[config.mk]
export PLATFORM = sky130hd
export DESIGN_NAME = sks_skip_ops
export DESIGN_NICKNAME = d
export VERILOG_FILES = /design/src/rtl/sks_pkg.sv /design/src/rtl/sks_skip_ops.sv
export SDC_FILE = /design/constraint.sdc
export NUM_CORES = 1
export LEC_CHECK = 0
export BUFFER_PORTS_ARGS = -buffer_cell sky130_fd_sc_hd__buf_4
export CELL_PAD_IN_SITES_DETAIL_PLACEMENT = 2
export CELL_PAD_IN_SITES_GLOBAL_PLACEMENT = 2
export CORE_ASPECT_RATIO = 1.2
export CORE_MARGIN = 4
export CORE_UTILIZATION = 28
export DETAILED_ROUTE_END_ITERATION = 8
export PLACE_DENSITY = 0.89
export SETUP_SLACK_MARGIN = 0.1
export SYNTH_ARGS = -nofsm -noshare
export SYNTH_HDL_FRONTEND = slang
export SYNTH_SLANG_ARGS = --single-unit
[constraint.sdc]
create_clock -name ref_clk_i -period 2.18 [get_ports ref_clk_i]
set_clock_uncertainty 0.15 [all_clocks]
set_input_delay 0 -clock ref_clk_i [delete_from_list [all_inputs] [get_ports ref_clk_i]]
set_output_delay 0 -clock ref_clk_i [all_outputs]
set_load 0.01 [all_outputs]
[src/rtl/sks_pkg.sv]
package sks_pkg;

  // ---------------------------------------------------------------------------
  // Operation codes presented by the decode stage
  // ---------------------------------------------------------------------------
  typedef enum logic [1:0]
  {
    SKS_OP_INC_MEM_SKIP_ZERO,
    SKS_OP_INC_TO_WORKING_SKIP_ZERO,
    SKS_OP_BIT_SET_SKIP,
    SKS_OP_NONE
  } sks_op_t;

  // ---------------------------------------------------------------------------
  // Widths and constants
  // ---------------------------------------------------------------------------
  localparam int          SKS_DATA_W   = 8;
  localparam int          SKS_ADDR_W   = 8;
  localparam int          SKS_BIT_W    = 3;
  localparam logic [7:0]  SKS_ONE      = 8'h01;
  localparam logic [7:0]  SKS_ZERO     = 8'h00;
  localparam logic [7:0]  SKS_WREG_RST = 8'h00;

endpackage

[src/rtl/sks_skip_ops.sv]
`timescale 1ns/1ps
module sks_skip_ops
  import sks_pkg::*;
(
  // Clock and reset
  input  wire logic                  ref_clk_i,
  input  wire logic                  rst_i,
  // Decode stage
  input  wire logic                  start_i,
  input  wire sks_op_t               op_i,
  input  wire logic [SKS_ADDR_W-1:0] addr_i,
  input  wire logic [SKS_BIT_W-1:0]  bit_sel_i,
  // Data memory read data, used in the same cycle that mem_rd_o is high
  input  wire logic [SKS_DATA_W-1:0] mem_rdata_i,
  // Data memory port
  output logic                       mem_rd_o,
  output logic                       mem_wr_o,
  output logic [SKS_ADDR_W-1:0]      mem_addr_o,
  output logic [SKS_DATA_W-1:0]      mem_wdata_o,
  // Working register
  output logic [SKS_DATA_W-1:0]      working_register_o,
  // Sequencing toward fetch
  output logic                       busy_o,
  output logic                       skip_o,
  output logic                       dummy_o,
  output logic                       done_o,
  output logic                       flags_we_o
);

  // ---------------------------------------------------------------------------
  // Sequencer
  // ---------------------------------------------------------------------------
  typedef enum logic [1:0] {ST_IDLE, ST_EXEC, ST_DUMMY} sks_state_t;

  sks_state_t            state_ff;
  sks_op_t               op_ff;
  logic [SKS_BIT_W-1:0]  bit_ff;
  logic [SKS_DATA_W-1:0] nxt_sum;
  logic                  nxt_skip;

  assign nxt_sum = mem_rdata_i + SKS_ONE;

  // The skip decision is made from the read data in the execute cycle.
  always_comb
  begin
    unique case (op_ff)
      SKS_OP_INC_MEM_SKIP_ZERO:        nxt_skip = (nxt_sum == SKS_ZERO);
      SKS_OP_INC_TO_WORKING_SKIP_ZERO: nxt_skip = (nxt_sum == SKS_ZERO);
      SKS_OP_BIT_SET_SKIP:             nxt_skip = mem_rdata_i[bit_ff];
      SKS_OP_NONE:                     nxt_skip = 1'b0;
    endcase
  end

  // A start that arrives while an instruction is in flight is dropped without notice.
  // Decode must wait for done; queueing it would need a buffer that nothing here asks for.
  always_ff @(posedge ref_clk_i)
  begin
    if (rst_i)
    begin
      state_ff <= ST_IDLE;
      op_ff    <= SKS_OP_NONE;
      bit_ff   <= '0;
    end
    else
    begin
      unique case (state_ff)
        ST_IDLE:
          if (start_i && op_i != SKS_OP_NONE)
          begin
            state_ff <= ST_EXEC;
            op_ff    <= op_i;
            bit_ff   <= bit_sel_i;
          end
        // A taken skip adds the dummy cycle, giving three cycles in all.
        ST_EXEC:  state_ff <= nxt_skip ? ST_DUMMY : ST_IDLE;
        ST_DUMMY: state_ff <= ST_IDLE;
      endcase
    end
  end

  // ---------------------------------------------------------------------------
  // Memory port
  // ---------------------------------------------------------------------------
  always_ff @(posedge ref_clk_i)
  begin
    if (rst_i)
    begin
      mem_rd_o    <= 1'b0;
      mem_addr_o  <= '0;
    end
    else
    begin
      mem_rd_o <= (state_ff == ST_IDLE) && start_i && op_i != SKS_OP_NONE;
      if (state_ff == ST_IDLE && start_i)
        mem_addr_o <= addr_i;
    end
  end

  // Only the memory variant writes back; the others leave the byte alone.
  always_ff @(posedge ref_clk_i)
  begin
    if (rst_i)
    begin
      mem_wr_o    <= 1'b0;
      mem_wdata_o <= '0;
    end
    else
    begin
      mem_wr_o <= (state_ff == ST_EXEC) && op_ff == SKS_OP_INC_MEM_SKIP_ZERO;
      if (state_ff == ST_EXEC)
        mem_wdata_o <= nxt_sum;
    end
  end

  // ---------------------------------------------------------------------------
  // Working register
  // ---------------------------------------------------------------------------
  always_ff @(posedge ref_clk_i)
  begin
    if (rst_i)
      working_register_o <= SKS_WREG_RST;
    else if (state_ff == ST_EXEC && op_ff == SKS_OP_INC_TO_WORKING_SKIP_ZERO)
      working_register_o <= nxt_sum;
  end

  // ---------------------------------------------------------------------------
  // Status toward fetch
  // ---------------------------------------------------------------------------
  always_ff @(posedge ref_clk_i)
  begin
    if (rst_i)
    begin
      busy_o     <= 1'b0;
      skip_o     <= 1'b0;
      dummy_o    <= 1'b0;
      done_o     <= 1'b0;
      flags_we_o <= 1'b0;
    end
    else
    begin
      // Busy falls with done, so fetch may present the next start in the done cycle.
      busy_o     <= (state_ff == ST_IDLE) ? (start_i && op_i != SKS_OP_NONE)
                                          : (state_ff == ST_EXEC && nxt_skip);
      skip_o     <= (state_ff == ST_EXEC) && nxt_skip;
      dummy_o    <= (state_ff == ST_EXEC) && nxt_skip;
      done_o     <= (state_ff == ST_EXEC && !nxt_skip) || state_ff == ST_DUMMY;
      // Held low on purpose, so the flag logic never sees a write from these instructions.
      flags_we_o <= 1'b0;
    end
  end
endmodule // sks_skip_ops
---- Yosys cells after proc, flatten, opt, wreduce, memory -nomap -nowiden ----
Cells that the tools add are included.
operators by class
  multiply operators ...................... 0
  divide/modulo/power cells ............... 0
  reductions and logical operators ........ 14
  order comparisons ....................... 1
  shifts and indexed selects .............. 0
  add/sub/neg operators ................... 1
  equality and inequality tests ........... 7
  bitwise logic cells ..................... 0
  mux-type cells .......................... 7
operators by type and width
  cell                                                                   count
  8-bit by 1-bit adder with 8-bit output (second input constant)         1
  8-bit logical NOT                                                      1
  1-bit logical AND                                                      7
  2-bit == test (second input constant)                                  3
  2-bit case mux with 3 select lines                                     1
  2-bit by 1-bit == test with 1-bit output (second input constant)       2
  2-bit logical NOT                                                      2
  3-bit by 4-bit < comparator with 1-bit output (second input constant)  1
  2-bit two-way mux                                                      2
  2-bit inequality test (second input constant)                          2
  1-bit binary-select mux with 3-bit select                              1
  1-bit case mux with 3 select lines                                     1
  1-bit two-way mux                                                      2
  2-bit AND reduction                                                    1
  2-bit OR reduction                                                     1
  1-bit logical NOT                                                      1
  1-bit logical OR                                                       1
word-level totals
  ROM bits ................................ 0
  memories ................................ 0
  register bits after elaboration ......... 36
  latch bits .............................. 0
  bits in writable memories ............... 0
  word-level logic and storage cells ...... 41

---- Logic depth before layout (Yosys ltp) ----
Gate-level depths: netlist (run 1).
  depth after elaboration ................. 6
  depth in mapped cells ................... 8

---- Worst setup path after synthesis (run 1) ----
Ideal clock, no wire load.
  path type ............................... reg2reg
  from .................................... reg state_ff[1]
  to ...................................... reg working_register_o[5]
  buffers on the path ..................... 2
  setup time .............................. 86 ps
  required time ........................... 1,944 ps
  clock period less this slack ............ 1,759 ps
  slack ................................... 421 ps
  arrival ................................. 1,523 ps
  cell stages (with the launch flop) ...... 9
  path through ............................ dfxtp_1 -> inv_1 -> ha_1 -> buf_2 -> nand2_1 -> nor2_1 -> clkbuf_1 -> nor2_1 -> a211oi_1
on the way
  longest elaborated chain between the ends .. 2
ends and longest elaborated chain
  element                                   line                 RTL
  from (decl)                               sks_skip_ops.sv:35   sks_state_t state_ff;
  from (signal assigned)                    sks_skip_ops.sv:75   ST_EXEC: state_ff <= nxt_skip ? ST_DUMMY : ST_IDLE;
  2-bit by 1-bit == test with 1-bit output  sks_skip_ops.sv:122  else if (state_ff == ST_EXEC && op_ff == SKS_OP_INC_TO_WORKING_SKIP_ZERO)
  1-bit logical AND                         sks_skip_ops.sv:122
  to (signal assigned)                      sks_skip_ops.sv:123  working_register_o <= nxt_sum;
  to (decl)                                 sks_skip_ops.sv:21   output logic [SKS_DATA_W-1:0] working_register_o,
Every way passes these cells.
A chain may end at the register's enable or synchronous reset.

---- Final worst setup path (run 1) ----
  from .................................... in mem_rdata_i[0]
  to ...................................... reg state_ff[1]
on the way
  longest elaborated chain between the ends .. 5
  elaborated cells between the ends (all ways) .. 7
  those cells by class .................... add/sub (1); mux (5); reduce/logical (1)
ends and longest elaborated chain
  element                                                                                                     line                                                        RTL
  from (decl)                                                                                                 sks_skip_ops.sv:14                                          input wire logic [SKS_DATA_W-1:0] mem_rdata_i,
  8-bit by 1-bit adder with 8-bit output / 1-bit binary-select mux with 3-bit select (equally long branches)  sks_skip_ops.sv:41, sks_skip_ops.sv:49
  8-bit logical NOT / 1-bit two-way mux (equally long branches)                                               sks_skip_ops.sv:47, sks_skip_ops.sv:48, sks_skip_ops.sv:49
  1-bit case mux with 3 select lines (*)                                                                      sks_skip_ops.sv:46                                          unique case (op_ff)
  2-bit two-way mux (*)                                                                                       sks_skip_ops.sv:75
  2-bit case mux with 3 select lines (*)                                                                      sks_skip_ops.sv:66                                          unique case (state_ff)
Every way passes the cells marked *; elsewhere a longest branch is shown, timed or not. The select of a mux whose other input is x is not followed.

==> flow_summary.json, run 1 <==
{
  "run_status": "finished, final reports clean",
  "placedInstanceArea_um2": 1990,
  "final_common_cell": "buf_4",
  "cp_slowest_stage_delay_ps": 640,
  "clk_pin_slew_ps": 70,
  "hp-class": "primary input to register",
  "whs_ps": 41.1,
  "register_to_register_setup_slack_ps": 270,
  "std_cell_rows": 29,
  "drt.antenna.violating_nets": 0,
  "finalWeightedCongestion": 0.795,
  "timing.slew.headroom_pct": 52.7,
  "crit_type": "primary input to register",
  "timing.critical_path.arrival_ps": 2010,
  "period_share_pct": 90.8,
  "grt_setup_unrepaired": "false",
  "ctsLongestPathBuffers": 2,
  "kind_of_end_point_of_the_critical_path": "register",
  "routed_wl_mm": 5.21,
  "route.detailed.vias_per_inst": 4.96,
  "finalNonFillerCells": 306,
  "final_core_utilization_pct": 42.6,
  "layout-drive-gt1-share_pct": 26.6,
  "die-area_um2": 6780,
  "drt_pass_1_iters": 4,
  "switching_share_pct": 28.2,
  "fin_tns_setup_ps": 0,
  "clk_latency_ps": 300,
  "num-nets-final": 272,
  "dpl.cell_count": 279,
  "clockRootBuffer": "clkbuf_8",
  "final.min_clock_period_ps": 1980,
  "final_report_max_slew_violation_count": 0,
  "critical-path-slowest-cell": "a2111oi_0",
  "drcViolationCount": 0,
  "wl_per_cell_um": 17.0,
  "die_w_um": 75.8,
  "syn-mean-instance-area_um2": 8.98,
  "fp.coreArea_um2": 5330,
  "grt_start_max_net_pins": 37,
  "cts_tree": "built",
  "antenna_cells_inserted": 0,
  "synthesis.yosys.warnings": 0,
  "seqPwrFrac_pct": 47.1,
  "synth.lib_cells_used.distinct": 35,
  "number_of_vias_after_detailed_routing": 1519,
  "switching_power_mw": 0.440,
  "cts_buffers": 5,
  "top_fanout_value_on_the_critical_path": 8,
  "worstMarginPinSlew_ps": 691,
  "syn-cell-area_um2": 1550,
  "ys_seq_area_share_pct": 46.6,
  "synth-seq-cells": 36,
  "clock_power_share_pct": 32.0,
  "syn_inst": 172,
  "grt_first_pass_wirelength_mm": 8.59,
  "max-cap-violations": 0,
  "drt-initial-drc-count": 25,
  "timing.fmax_mhz": 505,
  "port_buffers": 53,
  "cts.sink_count": 36,
  "p_comb_share_pct": 21.0,
  "layout.cell_area.non_filler_um2": 2270,
  "htree_num_levels": 2,
  "die-height_um": 89.4,
  "ios": 55,
  "first_global_vias": 1759,
  "start_kind": "primary input",
  "internal_power_mw": 1.12,
  "leakage_power_total_nw": 0.934,
  "grt.total_usage_pct": 17.0,
  "area_growth_syn_to_layout_pct": 46.9,
  "mostFrequentLayoutCells": "buf_4, dfxtp_1, nand2_1, nor2_1, dlygate4sd3_1",
  "ir_worst_vdd_v": 0.000298,
  "power_density_nw_per_um2": 687,
  "initial_antenna_violation_count": 0,
  "overflow_after_grt": 0,
  "final_hold_viols": 0,
  "setup_viol": 0,
  "placed_wire_length_estimate_mm": 3.66,
  "start_util_pct": 29.0,
  "postSynthNetCount": 201,
  "path_cells": "dlygate4sd3_1 -> buf_4 -> nor2b_1 -> a2111oi_0 -> a2111oi_2 -> a41oi_2 -> o32ai_1",
  "cp.required_ps": 2210
}
## final timing paths
kind                                      from        endpoint  cells after the start
worst max-delay path            mem_rdata_i[0]     state_ff[1]                      7
worst min-delay path            mem_rdata_i[6]  mem_wdata_o[6]                      3
worst max register to register       bit_ff[0]     state_ff[1]                      5
worst min register to register   mem_addr_o[4]   mem_addr_o[4]                      2
## timing repair
action | in CTS | in global routing
gates resized for setup | 0 | 0
hold buffers | 19 | 0
buffers inserted | 0 | 0
hold endpoints to repair | 25 | 0
## routing by layer
metal / vias up / part of all wire (%) / GRT usage, %
met1: 722 / 36 / 16.0
met4: 0 / 1.9 / 5.88
li1: 739 / - / -
met5: - / 0 / 0
met2: 49 / 55 / 33.2
met3: 9 / 6.7 / 5.74
## sequential cells by signal, indices dropped and copies added (netlist names)
signal / count
busy_o: 1
dummy_o: 1
bit_ff: 3
mem_wr_o: 1
done_o: 1
mem_addr_o: 8
op_ff: 2
state_ff: 2
mem_wdata_o: 8
working_register_o: 8
mem_rd_o: 1
## worst max-delay path, delay by kind of cell
family,cells,cell delay (ps)
buf+inv,2,720
compound gates,4,1160
simple gates,1,130
## kinds of logic after synthesis
family / count (synthesis) / share of synthesized area (%)
other: 1 / 0.243
multiplexers: 4 / 3.73
adder cells (fa/ha/maj): 5 / 4.05
AND/OR/NAND/NOR: 69 / 20.0
flip-flops: 36 / 46.6
buffers and inverters: 14 / 3.97
AO/OA/AOI/OAI: 36 / 17.4
XOR/XNOR: 7 / 3.97
## metrics by stage
step | worst slack [ps] | power, mW
floorplan | 421 | 0.901
global route | 109 | 1.65
finish | 201 | 1.56
CTS | 160 | 1.59
detailed placement | 209 | 1.05
global placement | 422 | 1.04
## cell usage after synthesis
cell type  instances  area (µm²)
nand4b_1           1        8.76
a41oi_2            1        16.3
clkbuf_1           6        22.5
a21oi_1           12        60.1
o21bai_1           1        7.51
nor2b_1            1        6.26
and2_1             1        6.26
o22ai_1            1        6.26
o32ai_1            2        17.5
buf_4              2        15.0
conb_1             1        3.75
xnor2_1            3        26.3
inv_1              4        15.0
a2111oi_0          1        8.76
a2111oi_2          1        15.0
nand3_1            7        35.0
and4_1             2        17.5
mux4_1             1        26.3
nor2_1            23        86.3
buf_2              1        5.00
mux2_2             1        11.3
o32ai_2            1        16.3
nor3_1             1        5.00
nand2_1           27         101
dfxtp_1           36         721
xor2_1             4        35.0
ha_1               5        62.6
nor3b_1            1        7.51
nand4_1            1        6.26
o2bb2ai_1          1        8.76
mux2i_1            2        20.0
nand2b_1           3        18.8
a211oi_1          15         113
and4b_1            1        10.0
buf_1              1        3.75
## power by group through the flow
stage               combinational (mW)  clock, mW  sequential, mW
floorplan                        0.140          0           0.761
global placement                 0.288          0           0.747
detailed placement               0.300          0           0.750
CTS                              0.331      0.528           0.735
global route                     0.364      0.545           0.741
finish                           0.327      0.499           0.734
## area by class of cell
cell class / instances / area, µm²
multi-input combinational: 122 / 763
sequential: 36 / 721
clock buffer: 8 / 90.1
timing repair buffer: 74 / 603
fill: 574 / 3060
inverter: 4 / 15.0
tap: 62 / 77.6
No activity file was read; power rests on OpenSTA's default activity.
==> run 2: changes to the inputs <==
--- a/config.mk
+++ b/config.mk
@@ -13,2 +13,3 @@
 export CORE_UTILIZATION = 28
+export CTS_CLUSTER_DIAMETER = 150
 export DETAILED_ROUTE_END_ITERATION = 8
==> constraint.sdc (replaced) <==
create_clock -name ref_clk_i -period 2.18 [get_ports ref_clk_i]
set_clock_uncertainty 0.15 [all_clocks]
set_input_delay 0.436 -clock ref_clk_i [delete_from_list [all_inputs] [get_ports ref_clk_i]]
set_output_delay 0.436 -clock ref_clk_i [all_outputs]
set_load 0.01 [all_outputs]
==> run 2 against run 1 <==
Compared with the run above: sequential share of layout area rose by 2.1 points; final area fell by 6.1%; maximum frequency rose by 7.5%.
==> flow_summary.json, run 2 (same netlist as run 1, synthesis figures left out) <==
{
  "run_status": "finished, final reports clean",
  "std_cell_rows": 29,
  "timing.critical_path.from": "bit_ff[0]",
  "switching_share_pct": 25.4,
  "timing.slew.headroom_pct": 64.3,
  "ios": 55,
  "antenna_cells_inserted": 0,
  "detailroute.wirelength.met3_um": 379,
  "clk_latency_ps": 290,
  "num-nets-final": 255,
  "worst_r2r_path_depth": 5,
  "final_common_cell": "buf_4",
  "final_report_max_slew_violation_count": 0,
  "cts_resized": 0,
  "drt_pass_1_iters": 4,
  "worstMarginPinSlew_ps": 523,
  "post-cts-setup-buffers": 0,
  "cp.required_ps": 2190,
  "area_growth_syn_to_layout_pct": 37.9,
  "layout-drive-gt1-share_pct": 30.4,
  "first_global_vias": 1550,
  "path_cells": "mux2_2 -> nor3b_1 -> a2111oi_2 -> a41oi_2 -> o32ai_1",
  "final.min_clock_period_ps": 1840,
  "grt_start_max_net_pins": 37,
  "hp-class": "primary input to register",
  "clock_power_share_pct": 38.1,
  "critical-path-slowest-cell": "dfxtp_1",
  "mostFrequentLayoutCells": "buf_4, dfxtp_1, nand2_1, nor2_1, a211oi_1",
  "cp_slowest_stage_delay_ps": 420,
  "overflow_after_grt": 0,
  "timing.fmax_mhz": 543,
  "start_util_pct": 29.0,
  "port_buffers": 53,
  "die-height_um": 89.4,
  "grt_first_pass_wirelength_mm": 7.71,
  "fp.coreArea_um2": 5330,
  "detail_route.wirelength.met1_mm": 1.76,
  "timing.critical_path.arrival_ps": 1860,
  "cts.sink_count": 36,
  "initial_antenna_violation_count": 0,
  "kind_of_end_point_of_the_critical_path": "register",
  "rr_endpoint": "state_ff[1]",
  "register_to_register_setup_slack_ps": 340,
  "internal_power_mw": 1.25,
  "drt.antenna.violating_nets": 0,
  "maxUsedRoutingLayer": "met4",
  "crit_type": "register to register",
  "clockRootBuffer": "clkbuf_8",
  "die_w_um": 75.8,
  "htree_num_levels": 2,
  "drt-initial-drc-count": 65,
  "leakage_power_total_nw": 0.883,
  "p_comb_share_pct": 18.0,
  "fin_tns_setup_ps": 0,
  "drcViolationCount": 0,
  "die-area_um2": 6780,
  "max-cap-violations": 0,
  "met2_length_mm": 2.55,
  "r2r-start": "bit_ff[0]",
  "route.detailed.vias_per_inst": 5.01,
  "top_fanout_value_on_the_critical_path": 5,
  "biggestRegsByFlops": "mem_addr_o (8), mem_wdata_o (8), working_register_o (8)",
  "post_cts_hold_buffer_count": 0,
  "placed_wire_length_estimate_mm": 3.54,
  "routed_wl_mm": 4.74,
  "finalWeightedCongestion": 0.844,
  "seqPwrFrac_pct": 43.9,
  "power_density_nw_per_um2": 784,
  "ir_worst_vdd_v": 0.000439,
  "cts_tree": "built",
  "period_share_pct": 84.5,
  "wl_per_cell_um": 16.4,
  "grt_setup_unrepaired": "false",
  "grt.total_usage_pct": 15.3,
  "start_kind": "register",
  "number_of_vias_after_detailed_routing": 1447,
  "whs_ps": 247,
  "ctsLongestPathBuffers": 2,
  "pre_cts_ws_ps": 153,
  "setup_slack_ps": 338,
  "cts_buffers": 5,
  "setup_viol": 0,
  "clk_pin_slew_ps": 70,
  "final_hold_viols": 0,
  "timing.critical_path.to": "state_ff[1]",
  "switching_power_mw": 0.425
}
==> run 2: cell types whose count changed in the layout (fill, tap and decap cells not counted), sizes merged <==
cell / previous run / this run
buf: 55 / 57
dlygate4sd3: 19 / 0
clkbuf: 8 / 7
bufinv: 0 / 1
==> run 2: stage by stage <==
step           cell area, µm²  total power, mW  std cells  util (%)
6_report                 2130             1.67        289      39.9
5_1_grt                  2130             1.77        289      39.9
4_1_cts                  2130             1.70        289      39.9
3_5_place_dp             2000             1.05        281      37.6
3_3_place_gp             2000             1.04        281      37.6
2_1_floorplan            1550            0.901        172         -
==> run 2: metal layers <==
| layer | track usage, % | vias up |
|---|---|---|
| met3 | 5.51 | 6 |
| li1 | - | 712 |
| met1 | 16.9 | 686 |
| met2 | 27.1 | 43 |
| met5 | 0 | - |
| met4 | 4.29 | 0 |
==> run 2: cell type report <==
cell class	count	area (µm²)
multi-input combinational	122	763
inverter	4	15.0
fill	607	3200
timing repair buffer	57	428
sequential	36	721
clock buffer	7	96.3
tap	62	77.6
clock inverter	1	30.0
==> run 2: worst min path at each step <==
stage | start | endpoint | slack [ps] | cells past startpoint
after CTS | addr_i[2] | mem_addr_o[2] | 240 | 3
after global placement | mem_addr_o[4] | mem_addr_o[4] | 290 | 2
after floorplan | op_ff[0] | mem_wr_o | 290 | 1
after global routing | addr_i[1] | mem_addr_o[1] | 250 | 3
final | addr_i[2] | mem_addr_o[2] | 250 | 3
after detailed placement | mem_addr_o[5] | mem_addr_o[5] | 300 | 2
==> run 2: critical path: cells and delay by family (launching register included) <==
family / cells / cell delay [ps]
and+or+nand+nor: 1 / 320
DFF: 1 / 420
muxes: 1 / 370
AOI/OAI and AO/OA: 3 / 470
==> run 2: power by group through the flow <==
| stage | sequential (mW) | combinational (mW) | clock, mW |
|---|---|---|---|
| 2_1_floorplan | 0.761 | 0.140 | 0 |
| 3_3_place_gp | 0.747 | 0.294 | 0 |
| 3_5_place_dp | 0.750 | 0.305 | 0 |
| 4_1_cts | 0.735 | 0.309 | 0.655 |
| 5_1_grt | 0.740 | 0.339 | 0.688 |
| 6_report | 0.734 | 0.300 | 0.637 |
